$ cat config.mk
export PLATFORM = sky130hd
export DESIGN_NAME = su2_uart
export DESIGN_NICKNAME = d
export VERILOG_FILES = /design/src/design/su2_pkg.sv /design/src/design/su2_baud_gen.sv /design/src/design/su2_rate_div.sv /design/src/design/su2_uart.sv
export SDC_FILE = /design/constraint.sdc
export NUM_CORES = 1
export LEC_CHECK = 0
export ABC_AREA = 1
export BUFFER_PORTS_ARGS = -buffer_cell sky130_fd_sc_hd__buf_2
export CORE_MARGIN = 5
export CORE_UTILIZATION = 50
export DETAILED_ROUTE_END_ITERATION = 8
export GPL_ROUTABILITY_DRIVEN = 1
export PLACE_DENSITY_LB_ADDON = 0.15
export SKIP_LAST_GASP = 1
export SLEW_MARGIN = 20
export SYNTH_ARGS = -nofsm -noshare
export SYNTH_HDL_FRONTEND = slang
export SYNTH_SLANG_ARGS = --single-unit
$ cat constraint.sdc
create_clock -name clk_i -period 2.1 [get_ports clk_i]
set_input_delay 0.315 -clock clk_i [delete_from_list [all_inputs] [get_ports clk_i]]
set_output_delay 0.315 -clock clk_i [all_outputs]
set_load 0.05 [all_outputs]
$ cat src/design/su2_pkg.sv
// package: register map, field positions, reset values and timing for the serial-2 block
package su2_pkg;
  // printed offsets are not all multiples of four: they are indices, byte address = 4 * index
  localparam logic [7:0]  IDX_AUX_CONTROL      = 8'h8E;
  localparam logic [7:0]  IDX_SERIAL2_CONTROL  = 8'h9A;
  localparam logic [7:0]  IDX_SERIAL2_BUFFER   = 8'h9B;
  localparam logic [7:0]  IDX_BAUD_RELOAD      = 8'h9C;
  localparam logic [7:0]  IDX_INT_ENABLE       = 8'hA8;
  localparam logic [7:0]  IDX_INT_ENABLE2      = 8'hAF;
  localparam logic [7:0]  IDX_PRIO_LOW         = 8'hB5;
  localparam logic [7:0]  IDX_PRIO_HIGH        = 8'hB6;
  // serial2_control fields
  localparam int          CTL_MODE_HI          = 7;
  localparam int          CTL_MODE_LO          = 6;
  localparam int          CTL_ADDR_REC         = 5;
  localparam int          CTL_RX_EN            = 4;
  localparam int          CTL_TX_NINTH         = 3;
  localparam int          CTL_RX_NINTH         = 2;
  localparam int          CTL_TX_DONE          = 1;
  localparam int          CTL_RX_DONE          = 0;
  // aux_control fields, then interrupt enable and priority bit positions
  localparam int          AUX_RUN              = 4;
  localparam int          AUX_DOUBLE           = 3;
  localparam int          AUX_SPEED            = 2;
  localparam int          AUX_S1_SRC           = 0;
  localparam int          IE_GLOBAL            = 7;
  localparam int          IE2_SERIAL2          = 0;
  localparam int          PRIO_SERIAL2         = 0;
  // reset values and write masks
  localparam logic [7:0]  RST_BYTE             = 8'h00;
  localparam logic [7:0]  IE_WMASK             = 8'hBF;
  localparam logic [7:0]  IE2_WMASK            = 8'h03;
  // timing and address match values
  localparam int          PRESCALE_12          = 12;
  localparam int          BRT_DIV              = 16;
  localparam int          MODE2_DIV            = 32;
  localparam int          OVS                  = 16;
  localparam int          SHIFT_HALF           = 6;
  localparam logic [7:0]  DEF_OWN_ADDR         = 8'h00;
  localparam logic [7:0]  BROADCAST_ADDR       = 8'hFF;

  typedef enum logic [3:0] {
    SU2_MODE_SHIFT = 4'h1,
    SU2_MODE_UART8 = 4'h2,
    SU2_MODE_FIX9  = 4'h4,
    SU2_MODE_VAR9  = 4'h8
  } su2_mode_t;

  typedef struct packed {
    logic       run;
    logic       dbl;
    logic       speed;
    logic [7:0] reload;
  } su2_baud_cfg_t;

  typedef struct packed {
    logic       global_en;
    logic       serial2_en;
    logic [1:0] prio;
  } su2_irq_cfg_t;
endpackage

$ cat src/design/su2_baud_gen.sv
// dedicated 8-bit auto-reload baud timer with x1/x12 prescale
`timescale 1ns/1ps
module su2_baud_gen (
  // clock and reset
  input  wire logic              clk_i,
  input  wire logic              rst_b_i,
  // configuration
  input  wire su2_pkg::su2_baud_cfg_t cfg_i,
  // overflow pulse
  output logic                   ovf_o
);
  logic [3:0] pre_r;
  logic [7:0] cnt_r;
  logic       tick;

  assign tick = cfg_i.speed | (pre_r == 4'(su2_pkg::PRESCALE_12 - 1));

  always_ff @(posedge clk_i) begin
    if (!rst_b_i || !cfg_i.run || cfg_i.speed || tick) begin
      pre_r <= 4'h0;
    end else begin
      pre_r <= pre_r + 4'h1;
    end
  end

  always_ff @(posedge clk_i) begin
    if (!rst_b_i) begin
      cnt_r <= 8'h00;
      ovf_o <= 1'b0;
    end else begin
      ovf_o <= 1'b0;
      if (cfg_i.run && tick) begin
        if (cnt_r == 8'hFF) begin
          cnt_r <= cfg_i.reload;
          ovf_o <= 1'b1;
        end else begin
          cnt_r <= cnt_r + 8'h01;
        end
      end
    end
  end
endmodule

$ cat src/design/su2_rate_div.sv
// divider turning a tick stream into bit-sample ticks
`timescale 1ns/1ps
module su2_rate_div #(
  parameter int W = 6
) (
  // clock and reset
  input  wire logic         clk_i,
  input  wire logic         rst_b_i,
  // tick in, division factor minus one
  input  wire logic         tick_i,
  input  wire logic [W-1:0] limit_i,
  // divided tick
  output logic              tick_o
);
  logic [W-1:0] cnt_r;

  always_ff @(posedge clk_i) begin
    if (!rst_b_i) begin
      cnt_r  <= '0;
      tick_o <= 1'b0;
    end else begin
      tick_o <= 1'b0;
      if (tick_i) begin
        if (cnt_r >= limit_i) begin
          cnt_r  <= '0;
          tick_o <= 1'b1;
        end else begin
          cnt_r <= cnt_r + 1'b1;
        end
      end
    end
  end
endmodule

$ cat src/design/su2_uart.sv
// secondary serial port with APB registers, baud timer and interrupt request
//
// Operation
// - mode field picks shift register, 8-bit UART, fixed 9-bit, variable 9-bit
// - modes 1/3 run at overflow/32, mode 2 at clock/64, doubled by flag
// - baud timer overflows every 256 minus reload counts
// - address recognition in modes 2/3 needs ninth bit 1 and address match
// - address recognition in mode 1 needs valid stop bit and address match
// - reception only while receive enable is set
// - modes 2/3 send the transmit ninth bit as ninth data bit
// - modes 2/3 store the received ninth bit
// - transmit-done flag set by hardware at frame end
// - receive-done flag set by hardware at frame end
// - writing the data buffer loads and starts transmission
// - reading the data buffer returns the receive latch
// - reload register reloads the baud timer on overflow
// - baud timer counts only while its run bit is set
// - doubling bit doubles the rate, default off
// - timer steps every 12 clocks or every clock by speed select
// - serial-2 modes 1/3 always time from the dedicated baud timer
// - first port uses timer 1 unless the source-select bit is set
// - nothing acknowledged while the global enable is clear
// - serial-2 interrupt raised only while its enable is set
// - priority is high bit and low bit forming 0 to 3
// - mode 0 shifts data on receive pin, clock on transmit pin, lsb first; the clock runs only during a transmit, so reception shifts only then
// - mode 1 frame is start, eight data, stop
// - mode 1 reception stores the stop bit as the ninth bit
// - modes 2/3 frame is start, eight data, ninth bit, stop
`timescale 1ns/1ps
module su2_uart #(
  parameter logic [7:0] OWN_ADDR = su2_pkg::DEF_OWN_ADDR
) (
  // clock and reset
  input  wire logic        clk_i,
  input  wire logic        rst_b_i,
  // apb slave
  input  wire logic        psel_i,
  input  wire logic        penable_i,
  input  wire logic        pwrite_i,
  input  wire logic [11:0] paddr_i,
  input  wire logic [31:0] pwdata_i,
  output logic      [31:0] prdata_o,
  output logic             pready_o,
  output logic             pslverr_o,
  // serial pins
  input  wire logic        rx_i,
  output logic             rx_o,
  output logic             rx_oe_o,
  output logic             tx_o,
  // interrupt and baud source outputs
  output logic             irq_o,
  output logic [1:0]       irq_prio_o,
  output logic             s1_use_brt_o,
  output logic             brt_ovf_o
);
  logic [7:0] aux_r, ctl_r, reload_r, ie_r, ie2_r, pl_r, ph_r, rx_latch_r;
  logic       access, wr, hit;
  logic [9:0] idx;
  logic       clr_tx, clr_rx, set_tx, set_rx, set_rb8, rb8_val;
  su2_pkg::su2_mode_t mode;
  su2_pkg::su2_baud_cfg_t bcfg;
  logic       ovf, bit16, m0_tick;
  logic [3:0] pre_m0_r;
  logic       shift_edge;

  assign access = psel_i & penable_i;
  assign idx    = paddr_i[11:2];
  assign wr     = access & pwrite_i;
  always_comb begin
    unique case ({ctl_r[su2_pkg::CTL_MODE_HI], ctl_r[su2_pkg::CTL_MODE_LO]})
      2'b00:   mode = su2_pkg::SU2_MODE_SHIFT;
      2'b01:   mode = su2_pkg::SU2_MODE_UART8;
      2'b10:   mode = su2_pkg::SU2_MODE_FIX9;
      2'b11:   mode = su2_pkg::SU2_MODE_VAR9;
    endcase
  end

  assign bcfg.run    = aux_r[su2_pkg::AUX_RUN];
  assign bcfg.dbl    = aux_r[su2_pkg::AUX_DOUBLE];
  assign bcfg.speed  = aux_r[su2_pkg::AUX_SPEED];
  assign bcfg.reload = reload_r;

  // baud source: serial-2 modes 1/3 always on the dedicated timer
  su2_baud_gen u_brt (
    .clk_i   (clk_i),
    .rst_b_i (rst_b_i),
    .cfg_i   (bcfg),
    .ovf_o   (ovf)
  );

  // two samples per bit; brt path divides by 16 (x2 -> 32), fixed by 32 (x2 -> 64)
  logic [5:0] div_lim;
  logic       div_in;
  always_comb begin
    if (mode == su2_pkg::SU2_MODE_FIX9) begin
      div_in  = 1'b1;
      div_lim = 6'(bcfg.dbl ? su2_pkg::MODE2_DIV / 2 - 1 : su2_pkg::MODE2_DIV - 1);
    end else begin
      div_in  = ovf;
      div_lim = 6'(bcfg.dbl ? su2_pkg::BRT_DIV / 2 - 1 : su2_pkg::BRT_DIV - 1);
    end
  end
  // bit rate = source / (2 * (limit + 1))
  logic samp;
  su2_rate_div #(.W(6)) u_div (
    .clk_i   (clk_i),
    .rst_b_i (rst_b_i),
    .tick_i  (div_in),
    .limit_i (div_lim),
    .tick_o  (samp)
  );
  // one bit spans two samples: overflow/32 undoubled
  logic half_r;
  always_ff @(posedge clk_i) begin
    if (!rst_b_i) begin
      half_r <= 1'b0;
    end else if (samp) begin
      half_r <= ~half_r;
    end
  end
  assign bit16 = samp & half_r;

  // mode 0 clock: system clock / 12, half period 6
  always_ff @(posedge clk_i) begin
    if (!rst_b_i || m0_tick) begin
      pre_m0_r <= 4'h0;
    end else begin
      pre_m0_r <= pre_m0_r + 4'h1;
    end
  end
  assign m0_tick = (pre_m0_r == 4'(su2_pkg::SHIFT_HALF - 1));

  // ---------------- transmitter ----------------
  logic [10:0] tx_sh_r;
  logic [3:0]  tx_cnt_r;
  logic        tx_busy_r, m0_clk_r, tx_go_r;
  logic        tx_wr;
  assign tx_wr = wr && idx == 10'(su2_pkg::IDX_SERIAL2_BUFFER);
  assign shift_edge = (mode == su2_pkg::SU2_MODE_SHIFT) ? m0_tick : bit16;

  always_ff @(posedge clk_i) begin
    if (!rst_b_i) begin
      tx_sh_r   <= 11'h7FF;
      tx_cnt_r  <= 4'h0;
      tx_busy_r <= 1'b0;
      m0_clk_r  <= 1'b1;
      tx_go_r   <= 1'b0;
      set_tx    <= 1'b0;
    end else begin
      set_tx <= 1'b0;
      if (tx_wr) begin
        tx_go_r   <= 1'b0;
        tx_busy_r <= 1'b1;
        m0_clk_r  <= 1'b1;
        unique case (mode)
          su2_pkg::SU2_MODE_SHIFT: begin
            tx_sh_r  <= {3'b111, pwdata_i[7:0]};
            tx_cnt_r <= 4'd8;
          end
          su2_pkg::SU2_MODE_UART8: begin
            tx_sh_r  <= {1'b1, 1'b1, pwdata_i[7:0], 1'b0};
            tx_cnt_r <= 4'd10;
          end
          default: begin
            tx_sh_r  <= {1'b1, ctl_r[su2_pkg::CTL_TX_NINTH], pwdata_i[7:0], 1'b0};
            tx_cnt_r <= 4'd11;
          end
        endcase
      end else if (tx_busy_r && shift_edge) begin
        if (mode != su2_pkg::SU2_MODE_SHIFT && !tx_go_r) begin
          // wait for the bit clock so the start bit lasts a whole bit
          tx_go_r <= 1'b1;
        end else if (mode == su2_pkg::SU2_MODE_SHIFT) begin
          m0_clk_r <= ~m0_clk_r;
          if (!m0_clk_r) begin
            tx_sh_r  <= {1'b1, tx_sh_r[10:1]};
            tx_cnt_r <= tx_cnt_r - 4'h1;
          end
        end else begin
          tx_sh_r  <= {1'b1, tx_sh_r[10:1]};
          tx_cnt_r <= tx_cnt_r - 4'h1;
        end
        if (tx_cnt_r == 4'h1 && (mode != su2_pkg::SU2_MODE_SHIFT || !m0_clk_r)) begin
          tx_busy_r <= 1'b0;
          set_tx    <= 1'b1;
        end
      end
    end
  end

  // ---------------- receiver ----------------
  logic [9:0] rx_sh_r;
  logic [3:0] rx_cnt_r;
  logic       rx_busy_r, rx_prev_r, rx_phase_r;
  logic [3:0] rx_need;
  assign rx_need = (mode == su2_pkg::SU2_MODE_UART8) ? 4'd9 : 4'd10;

  // half-bit phase restarts at each start edge, so samples never straddle a bit edge
  always_ff @(posedge clk_i) begin
    if (!rst_b_i || !rx_busy_r) begin
      rx_phase_r <= 1'b0;
    end else if (samp) begin
      rx_phase_r <= ~rx_phase_r;
    end
  end

  always_ff @(posedge clk_i) begin
    if (!rst_b_i) begin
      rx_sh_r    <= 10'h000;
      rx_cnt_r   <= 4'h0;
      rx_busy_r  <= 1'b0;
      rx_prev_r  <= 1'b1;
      set_rx     <= 1'b0;
      set_rb8    <= 1'b0;
      rb8_val    <= 1'b0;
      rx_latch_r <= su2_pkg::RST_BYTE;
    end else begin
      set_rx  <= 1'b0;
      set_rb8 <= 1'b0;
      rx_prev_r <= rx_i;
      if (!ctl_r[su2_pkg::CTL_RX_EN]) begin
        rx_busy_r <= 1'b0;
      end else if (mode == su2_pkg::SU2_MODE_SHIFT) begin
        // mode 0 reception shifts on the same clock the transmit pin drives
        if (!rx_busy_r && !ctl_r[su2_pkg::CTL_RX_DONE] && !tx_busy_r) begin
          rx_busy_r <= 1'b1;
          rx_cnt_r  <= 4'd8;
        end else if (rx_busy_r && m0_tick && !m0_clk_r) begin
          rx_sh_r  <= {rx_sh_r[9:8], rx_i, rx_sh_r[7:1]};
          rx_cnt_r <= rx_cnt_r - 4'h1;
          if (rx_cnt_r == 4'h1) begin
            rx_busy_r  <= 1'b0;
            rx_latch_r <= {rx_i, rx_sh_r[7:1]};
            set_rx     <= 1'b1;
          end
        end
      end else if (!rx_busy_r) begin
        if (rx_prev_r && !rx_i) begin
          rx_busy_r <= 1'b1;
          rx_cnt_r  <= 4'h0;
        end
      end else if (samp && !rx_phase_r) begin
        // one sample per bit, in its first half, phased from the start edge
        rx_sh_r  <= {rx_i, rx_sh_r[9:1]};
        rx_cnt_r <= rx_cnt_r + 4'h1;
        if (rx_cnt_r == rx_need) begin
          rx_busy_r <= 1'b0;
          if (accept(rx_i, rx_sh_r)) begin
            rx_latch_r <= (mode == su2_pkg::SU2_MODE_UART8) ? rx_sh_r[9:2] : rx_sh_r[8:1];
            set_rx     <= 1'b1;
            set_rb8    <= 1'b1;
            // stop bit in mode 1, ninth bit in modes 2/3
            rb8_val    <= (mode == su2_pkg::SU2_MODE_UART8) ? rx_i : rx_sh_r[9];
          end
        end
      end
    end
  end

  function automatic logic accept(input logic last, input logic [9:0] sh);
    logic [7:0] b;
    logic       nine;
    b    = (mode == su2_pkg::SU2_MODE_UART8) ? sh[9:2] : sh[8:1];
    nine = sh[9];
    if (ctl_r[su2_pkg::CTL_RX_DONE]) begin
      accept = 1'b0;
    end else if (!ctl_r[su2_pkg::CTL_ADDR_REC]) begin
      accept = 1'b1;
    end else if (mode == su2_pkg::SU2_MODE_UART8) begin
      accept = last && (b == OWN_ADDR || b == su2_pkg::BROADCAST_ADDR);
    end else begin
      accept = nine && (b == OWN_ADDR || b == su2_pkg::BROADCAST_ADDR);
    end
  endfunction

  // ---------------- registers ----------------
  assign clr_tx = wr && idx == 10'(su2_pkg::IDX_SERIAL2_CONTROL) && !pwdata_i[su2_pkg::CTL_TX_DONE];
  assign clr_rx = wr && idx == 10'(su2_pkg::IDX_SERIAL2_CONTROL) && !pwdata_i[su2_pkg::CTL_RX_DONE];

  always_ff @(posedge clk_i) begin
    if (!rst_b_i) begin
      ctl_r <= su2_pkg::RST_BYTE;
    end else begin
      if (wr && idx == 10'(su2_pkg::IDX_SERIAL2_CONTROL)) begin
        ctl_r[7:3] <= pwdata_i[7:3];
        ctl_r[su2_pkg::CTL_RX_NINTH] <= pwdata_i[su2_pkg::CTL_RX_NINTH];
      end
      if (set_rb8) begin
        ctl_r[su2_pkg::CTL_RX_NINTH] <= rb8_val;
      end
      // set wins over a software clear in the same cycle
      ctl_r[su2_pkg::CTL_TX_DONE] <= set_tx | (ctl_r[su2_pkg::CTL_TX_DONE] & ~clr_tx);
      ctl_r[su2_pkg::CTL_RX_DONE] <= set_rx | (ctl_r[su2_pkg::CTL_RX_DONE] & ~clr_rx);
    end
  end

  always_ff @(posedge clk_i) begin
    if (!rst_b_i) begin
      aux_r    <= su2_pkg::RST_BYTE;
      reload_r <= su2_pkg::RST_BYTE;
      ie_r     <= su2_pkg::RST_BYTE;
      ie2_r    <= su2_pkg::RST_BYTE;
      pl_r     <= su2_pkg::RST_BYTE;
      ph_r     <= su2_pkg::RST_BYTE;
    end else if (wr) begin
      unique case (idx)
        10'(su2_pkg::IDX_AUX_CONTROL):  aux_r    <= pwdata_i[7:0];
        10'(su2_pkg::IDX_BAUD_RELOAD):  reload_r <= pwdata_i[7:0];
        10'(su2_pkg::IDX_INT_ENABLE):   ie_r     <= pwdata_i[7:0] & su2_pkg::IE_WMASK;
        10'(su2_pkg::IDX_INT_ENABLE2):  ie2_r    <= pwdata_i[7:0] & su2_pkg::IE2_WMASK;
        10'(su2_pkg::IDX_PRIO_LOW):     pl_r     <= pwdata_i[7:0] & su2_pkg::IE2_WMASK;
        10'(su2_pkg::IDX_PRIO_HIGH):    ph_r     <= pwdata_i[7:0] & su2_pkg::IE2_WMASK;
        default: ;
      endcase
    end
  end

  always_comb begin
    hit = 1'b1;
    unique case (idx)
      10'(su2_pkg::IDX_AUX_CONTROL), 10'(su2_pkg::IDX_SERIAL2_CONTROL),
      10'(su2_pkg::IDX_SERIAL2_BUFFER), 10'(su2_pkg::IDX_BAUD_RELOAD),
      10'(su2_pkg::IDX_INT_ENABLE), 10'(su2_pkg::IDX_INT_ENABLE2),
      10'(su2_pkg::IDX_PRIO_LOW), 10'(su2_pkg::IDX_PRIO_HIGH): hit = 1'b1;
      default: hit = 1'b0;
    endcase
  end

  // apb answer: registered at the setup cycle's edge, pready high in the access cycle
  always_ff @(posedge clk_i) begin
    if (!rst_b_i) begin
      prdata_o  <= 32'h0000_0000;
      pready_o  <= 1'b0;
      pslverr_o <= 1'b0;
    end else begin
      pready_o  <= psel_i & ~penable_i;
      pslverr_o <= psel_i & ~penable_i & ~hit;
      prdata_o  <= 32'h0000_0000;
      if (psel_i && !penable_i && !pwrite_i) begin
        unique case (idx)
          10'(su2_pkg::IDX_AUX_CONTROL):     prdata_o[7:0] <= aux_r;
          10'(su2_pkg::IDX_SERIAL2_CONTROL): prdata_o[7:0] <= ctl_r;
          10'(su2_pkg::IDX_SERIAL2_BUFFER):  prdata_o[7:0] <= rx_latch_r;
          10'(su2_pkg::IDX_BAUD_RELOAD):     prdata_o[7:0] <= reload_r;
          10'(su2_pkg::IDX_INT_ENABLE):      prdata_o[7:0] <= ie_r;
          10'(su2_pkg::IDX_INT_ENABLE2):     prdata_o[7:0] <= ie2_r;
          10'(su2_pkg::IDX_PRIO_LOW):        prdata_o[7:0] <= pl_r;
          10'(su2_pkg::IDX_PRIO_HIGH):       prdata_o[7:0] <= ph_r;
          default: ;
        endcase
      end
    end
  end

  // pins and interrupt
  always_ff @(posedge clk_i) begin
    if (!rst_b_i) begin
      tx_o         <= 1'b1;
      rx_o         <= 1'b1;
      rx_oe_o      <= 1'b0;
      irq_o        <= 1'b0;
      irq_prio_o   <= 2'b00;
      s1_use_brt_o <= 1'b0;
      brt_ovf_o    <= 1'b0;
    end else begin
      if (mode == su2_pkg::SU2_MODE_SHIFT) begin
        tx_o    <= tx_busy_r ? m0_clk_r : 1'b1;
        rx_o    <= tx_sh_r[0];
        rx_oe_o <= tx_busy_r;
      end else begin
        tx_o    <= (tx_busy_r && tx_go_r) ? tx_sh_r[0] : 1'b1;
        rx_o    <= 1'b1;
        rx_oe_o <= 1'b0;
      end
      irq_o <= ie_r[su2_pkg::IE_GLOBAL] & ie2_r[su2_pkg::IE2_SERIAL2]
               & (ctl_r[su2_pkg::CTL_TX_DONE] | ctl_r[su2_pkg::CTL_RX_DONE]);
      irq_prio_o   <= {ph_r[su2_pkg::PRIO_SERIAL2], pl_r[su2_pkg::PRIO_SERIAL2]};
      s1_use_brt_o <= aux_r[su2_pkg::AUX_S1_SRC];
      brt_ovf_o    <= ovf;
    end
  end
endmodule

==> results.json <==
{
  "p_switching_mw": 1.30,
  "htreeDepth": 4,
  "drv_slew": 0,
  "worstPathCellList": "ha_1, nand2_1, nor2_1, inv_1, nor3_2, inv_1, a211oi_4, buf_4, nand3_1, nand2_1, nor2_1",
  "core_area_mm2": 0.0121,
  "power_density_mw_per_mm2": 802,
  "yosys_warnings": 0,
  "route.detailed.drc": 0,
  "synth-edff-count": 0,
  "path_delay_family": "simple AND/OR/NAND/NOR gates",
  "switching_share_pct": 22.3,
  "synth.distinct_cells": 46,
  "nets": 996,
  "finalSetupViolations": 0,
  "grt_max_degree": 69,
  "synth_seq_cells": 125,
  "viasPerCell": 5.28,
  "rsz0062_at_grt": "yes",
  "setup_tns_ns": 0,
  "holdPathStages": 2,
  "clk_path_buf_depth": 2,
  "r2r_cells": 11,
  "grt-ovfl-total": 0,
  "grt_pass1_vias": 5406,
  "initial_core_util_pct": 51.1,
  "max_stage_delay_ns": 0.37,
  "most-common-layout-cells": "nand2_1, dfxtp_1, inv_1",
  "drv_cap": 0,
  "detail-route-antenna-nets": 0,
  "required_ns": 2.40,
  "clk_latency_ns": 0.41,
  "post_drt_wl_per_cell_um": 14.1,
  "portBuffers": 41,
  "row_count": 40,
  "cts_root_buf": "clkbuf_16",
  "fin_skew_ns": 0.00588,
  "path_buf_inv": 3,
  "fp.dieH_um": 121,
  "cellInternalPower_mw": 4.53,
  "grt_use_total_pct": 22.2,
  "drive_gt1_share_pct": 14.3,
  "start_kind": "register",
  "synth_area_mm2": 0.00617,
  "worst-setup-path-type": "reg2reg",
  "drtIter0Drc": 589,
  "timing.fmax_mhz": 511,
  "synth_top_area_share_pct": 40.6,
  "die_area_mm2": 0.0147,
  "clkTransAtPathRegs_ns": 0.06,
  "synth.area.top_cells": "dfxtp_1, nand2_1, a21oi_1",
  "seqPwrFrac_pct": 40.9,
  "crit_cells": 11,
  "fill_cells": 1101,
  "clock-sinks": 125,
  "cp_slowest_cell": "dfxtp_1",
  "synthToLayoutAreaGrowth_pct": 17.9,
  "num_antenna_cells": 0,
  "status": "complete, no violations",
  "pwr-share-comb_pct": 4.5,
  "synthFlopType": "dfxtp_1",
  "yosys.area.top_type": "dfxtp_1",
  "endpoint_kind": "register",
  "arrival_ns": 2.25,
  "layout_commonest_cell": "nand2_1",
  "post-route-period-util_pct": 93.2,
  "ys_seq_area_share_pct": 40.6,
  "power_leakage_nw": 3.23,
  "synthCells": 873,
  "irDropWorstVdd_mv": 0.547,
  "numCtsBuffers": 17,
  "grt_pass1_wl_um": 26100,
  "dp_hpwl_um": 11400,
  "hp-class": "in2reg",
  "totalWireLength_um": 15800,
  "async_flop_share_pct": 0,
  "period_needed_ns": 1.96,
  "ios": 92,
  "detail_route.first_pass.iterations": 6,
  "antenna_found_initial": 0,
  "timing.final.hold_violations": 0,
  "clockPowerShare_pct": 54.6,
  "post_synth.cell_area_avg_um2": 7.06,
  "die_x_um": 121,
  "gp_congestion": 0.866,
  "vias": 5884,
  "cts_tree": "done",
  "path_max_fanout": 15,
  "finalPower_mw": 5.83
}
metrics by stage:
| stage | hold WS, ns | cells | util [%] | cell area, µm² | setup slack (ns) |
|---|---|---|---|---|---|
| 2_1_floorplan | 0.392 | 896 | - | 6250 | 0.213 |
| 3_3_place_gp | 0.422 | 1082 | 54.5 | 6570 | 0.0587 |
| 3_5_place_dp | 0.427 | 1082 | 54.5 | 6570 | -0.0117 |
| 4_1_cts | 0.0964 | 1114 | 59.9 | 7220 | 0.0804 |
| 5_1_grt | 0.124 | 1115 | 60.2 | 7270 | -0.0489 |
| 6_report | 0.121 | 1115 | 60.2 | 7270 | 0.144 |
power by group through the flow:
stage | Clock [mW] | Sequential [mW] | Combinational [mW]
floorplan | 0 | 2.44 | 0.215
global placement | 0 | 2.44 | 0.252
detailed placement | 0 | 2.44 | 0.256
CTS | 3.23 | 2.39 | 0.257
global route | 3.35 | 2.39 | 0.281
finish | 3.19 | 2.39 | 0.260
timing repair:
action	CTS	global route
gates resized for setup	1	11
hold buffers	0	0
pin swaps	0	3
setup buffers	0	1
endpoints found under the setup margin	2	26
endpoints found under the hold margin	0	0
cell families (layout without fill, tap and decap cells):
group | after synthesis | count (layout) | synth area share [%]
adder cells (fa/ha/maj) | 12 | 12 | 2.44
flip-flops | 125 | 125 | 40.6
other | 1 | 24 | 0.0608
AO/OA/AOI/OAI | 192 | 192 | 17.3
XOR/XNOR | 10 | 10 | 1.42
buffers and inverters | 158 | 209 | 11.6
AND/OR/NAND/NOR | 375 | 375 | 26.5
cell type report:
type / instances / area, µm² / share of cell area, %
Timing Repair Buffer: 70 / 439 / 6.04
Inverter: 107 / 407 / 5.60
Clock buffer: 17 / 425 / 5.85
Sequential cell: 125 / 2500 / 34.5
Multi-Input combinational cell: 613 / 3060 / 42.1
Clock inverter: 15 / 220 / 3.03
Tap cell: 168 / 210 / 2.89
registers in the layout, summed over array words and instances, names as in the netlist, 2 cells and up:
name         flops
ie_r             7
aux_r            8
reload_r         8
tx_cnt_r         4
rx_sh_r          9
pl_r             2
rx_cnt_r         4
u_brt.pre_r      4
prdata_o         8
u_brt.cnt_r      8
ie2_r            2
irq_prio_o       2
rx_latch_r       8
pre_m0_r         4
u_div.cnt_r      6
tx_sh_r         10
ph_r             2
ctl_r            8
synth_stat cells, types with 2 or more instances:
master,n
a31oi_1,3
nand2_2,3
nor3_1,15
ha_1,12
a221oi_1,4
nand2_1,184
nand3_1,54
o31ai_1,2
o22ai_1,4
or2_2,4
nor4_1,3
clkbuf_1,14
nor2_2,5
buf_4,24
a211oi_1,7
buf_6,3
inv_2,3
o21ai_0,71
nor3_2,4
nor2_1,86
a21oi_1,84
inv_1,103
buf_2,10
nand4_1,11
nor2_4,2
o211ai_1,6
dfxtp_1,125
xor2_1,7
xnor2_1,3
routing by layer:
| layer | GRT usage [%] | share of wire (%) |
|---|---|---|
| met5 | 0 | 0 |
| met2 | 34.0 | 46 |
| met1 | 30.8 | 46 |
| met4 | 8.50 | 1.8 |
| met3 | 4.34 | 6.4 |
final timing paths:
path                             startpoint            end  slack [ns]
worst max-delay path            pre_m0_r[0]  rx_latch_r[2]        0.14
worst min-delay path              penable_i      pslverr_o        0.12
worst max register to register  pre_m0_r[0]  rx_latch_r[2]        0.14
worst min register to register       set_rx       ctl_r[0]        0.43
Note: power is estimated with default switching activity, not from simulation.
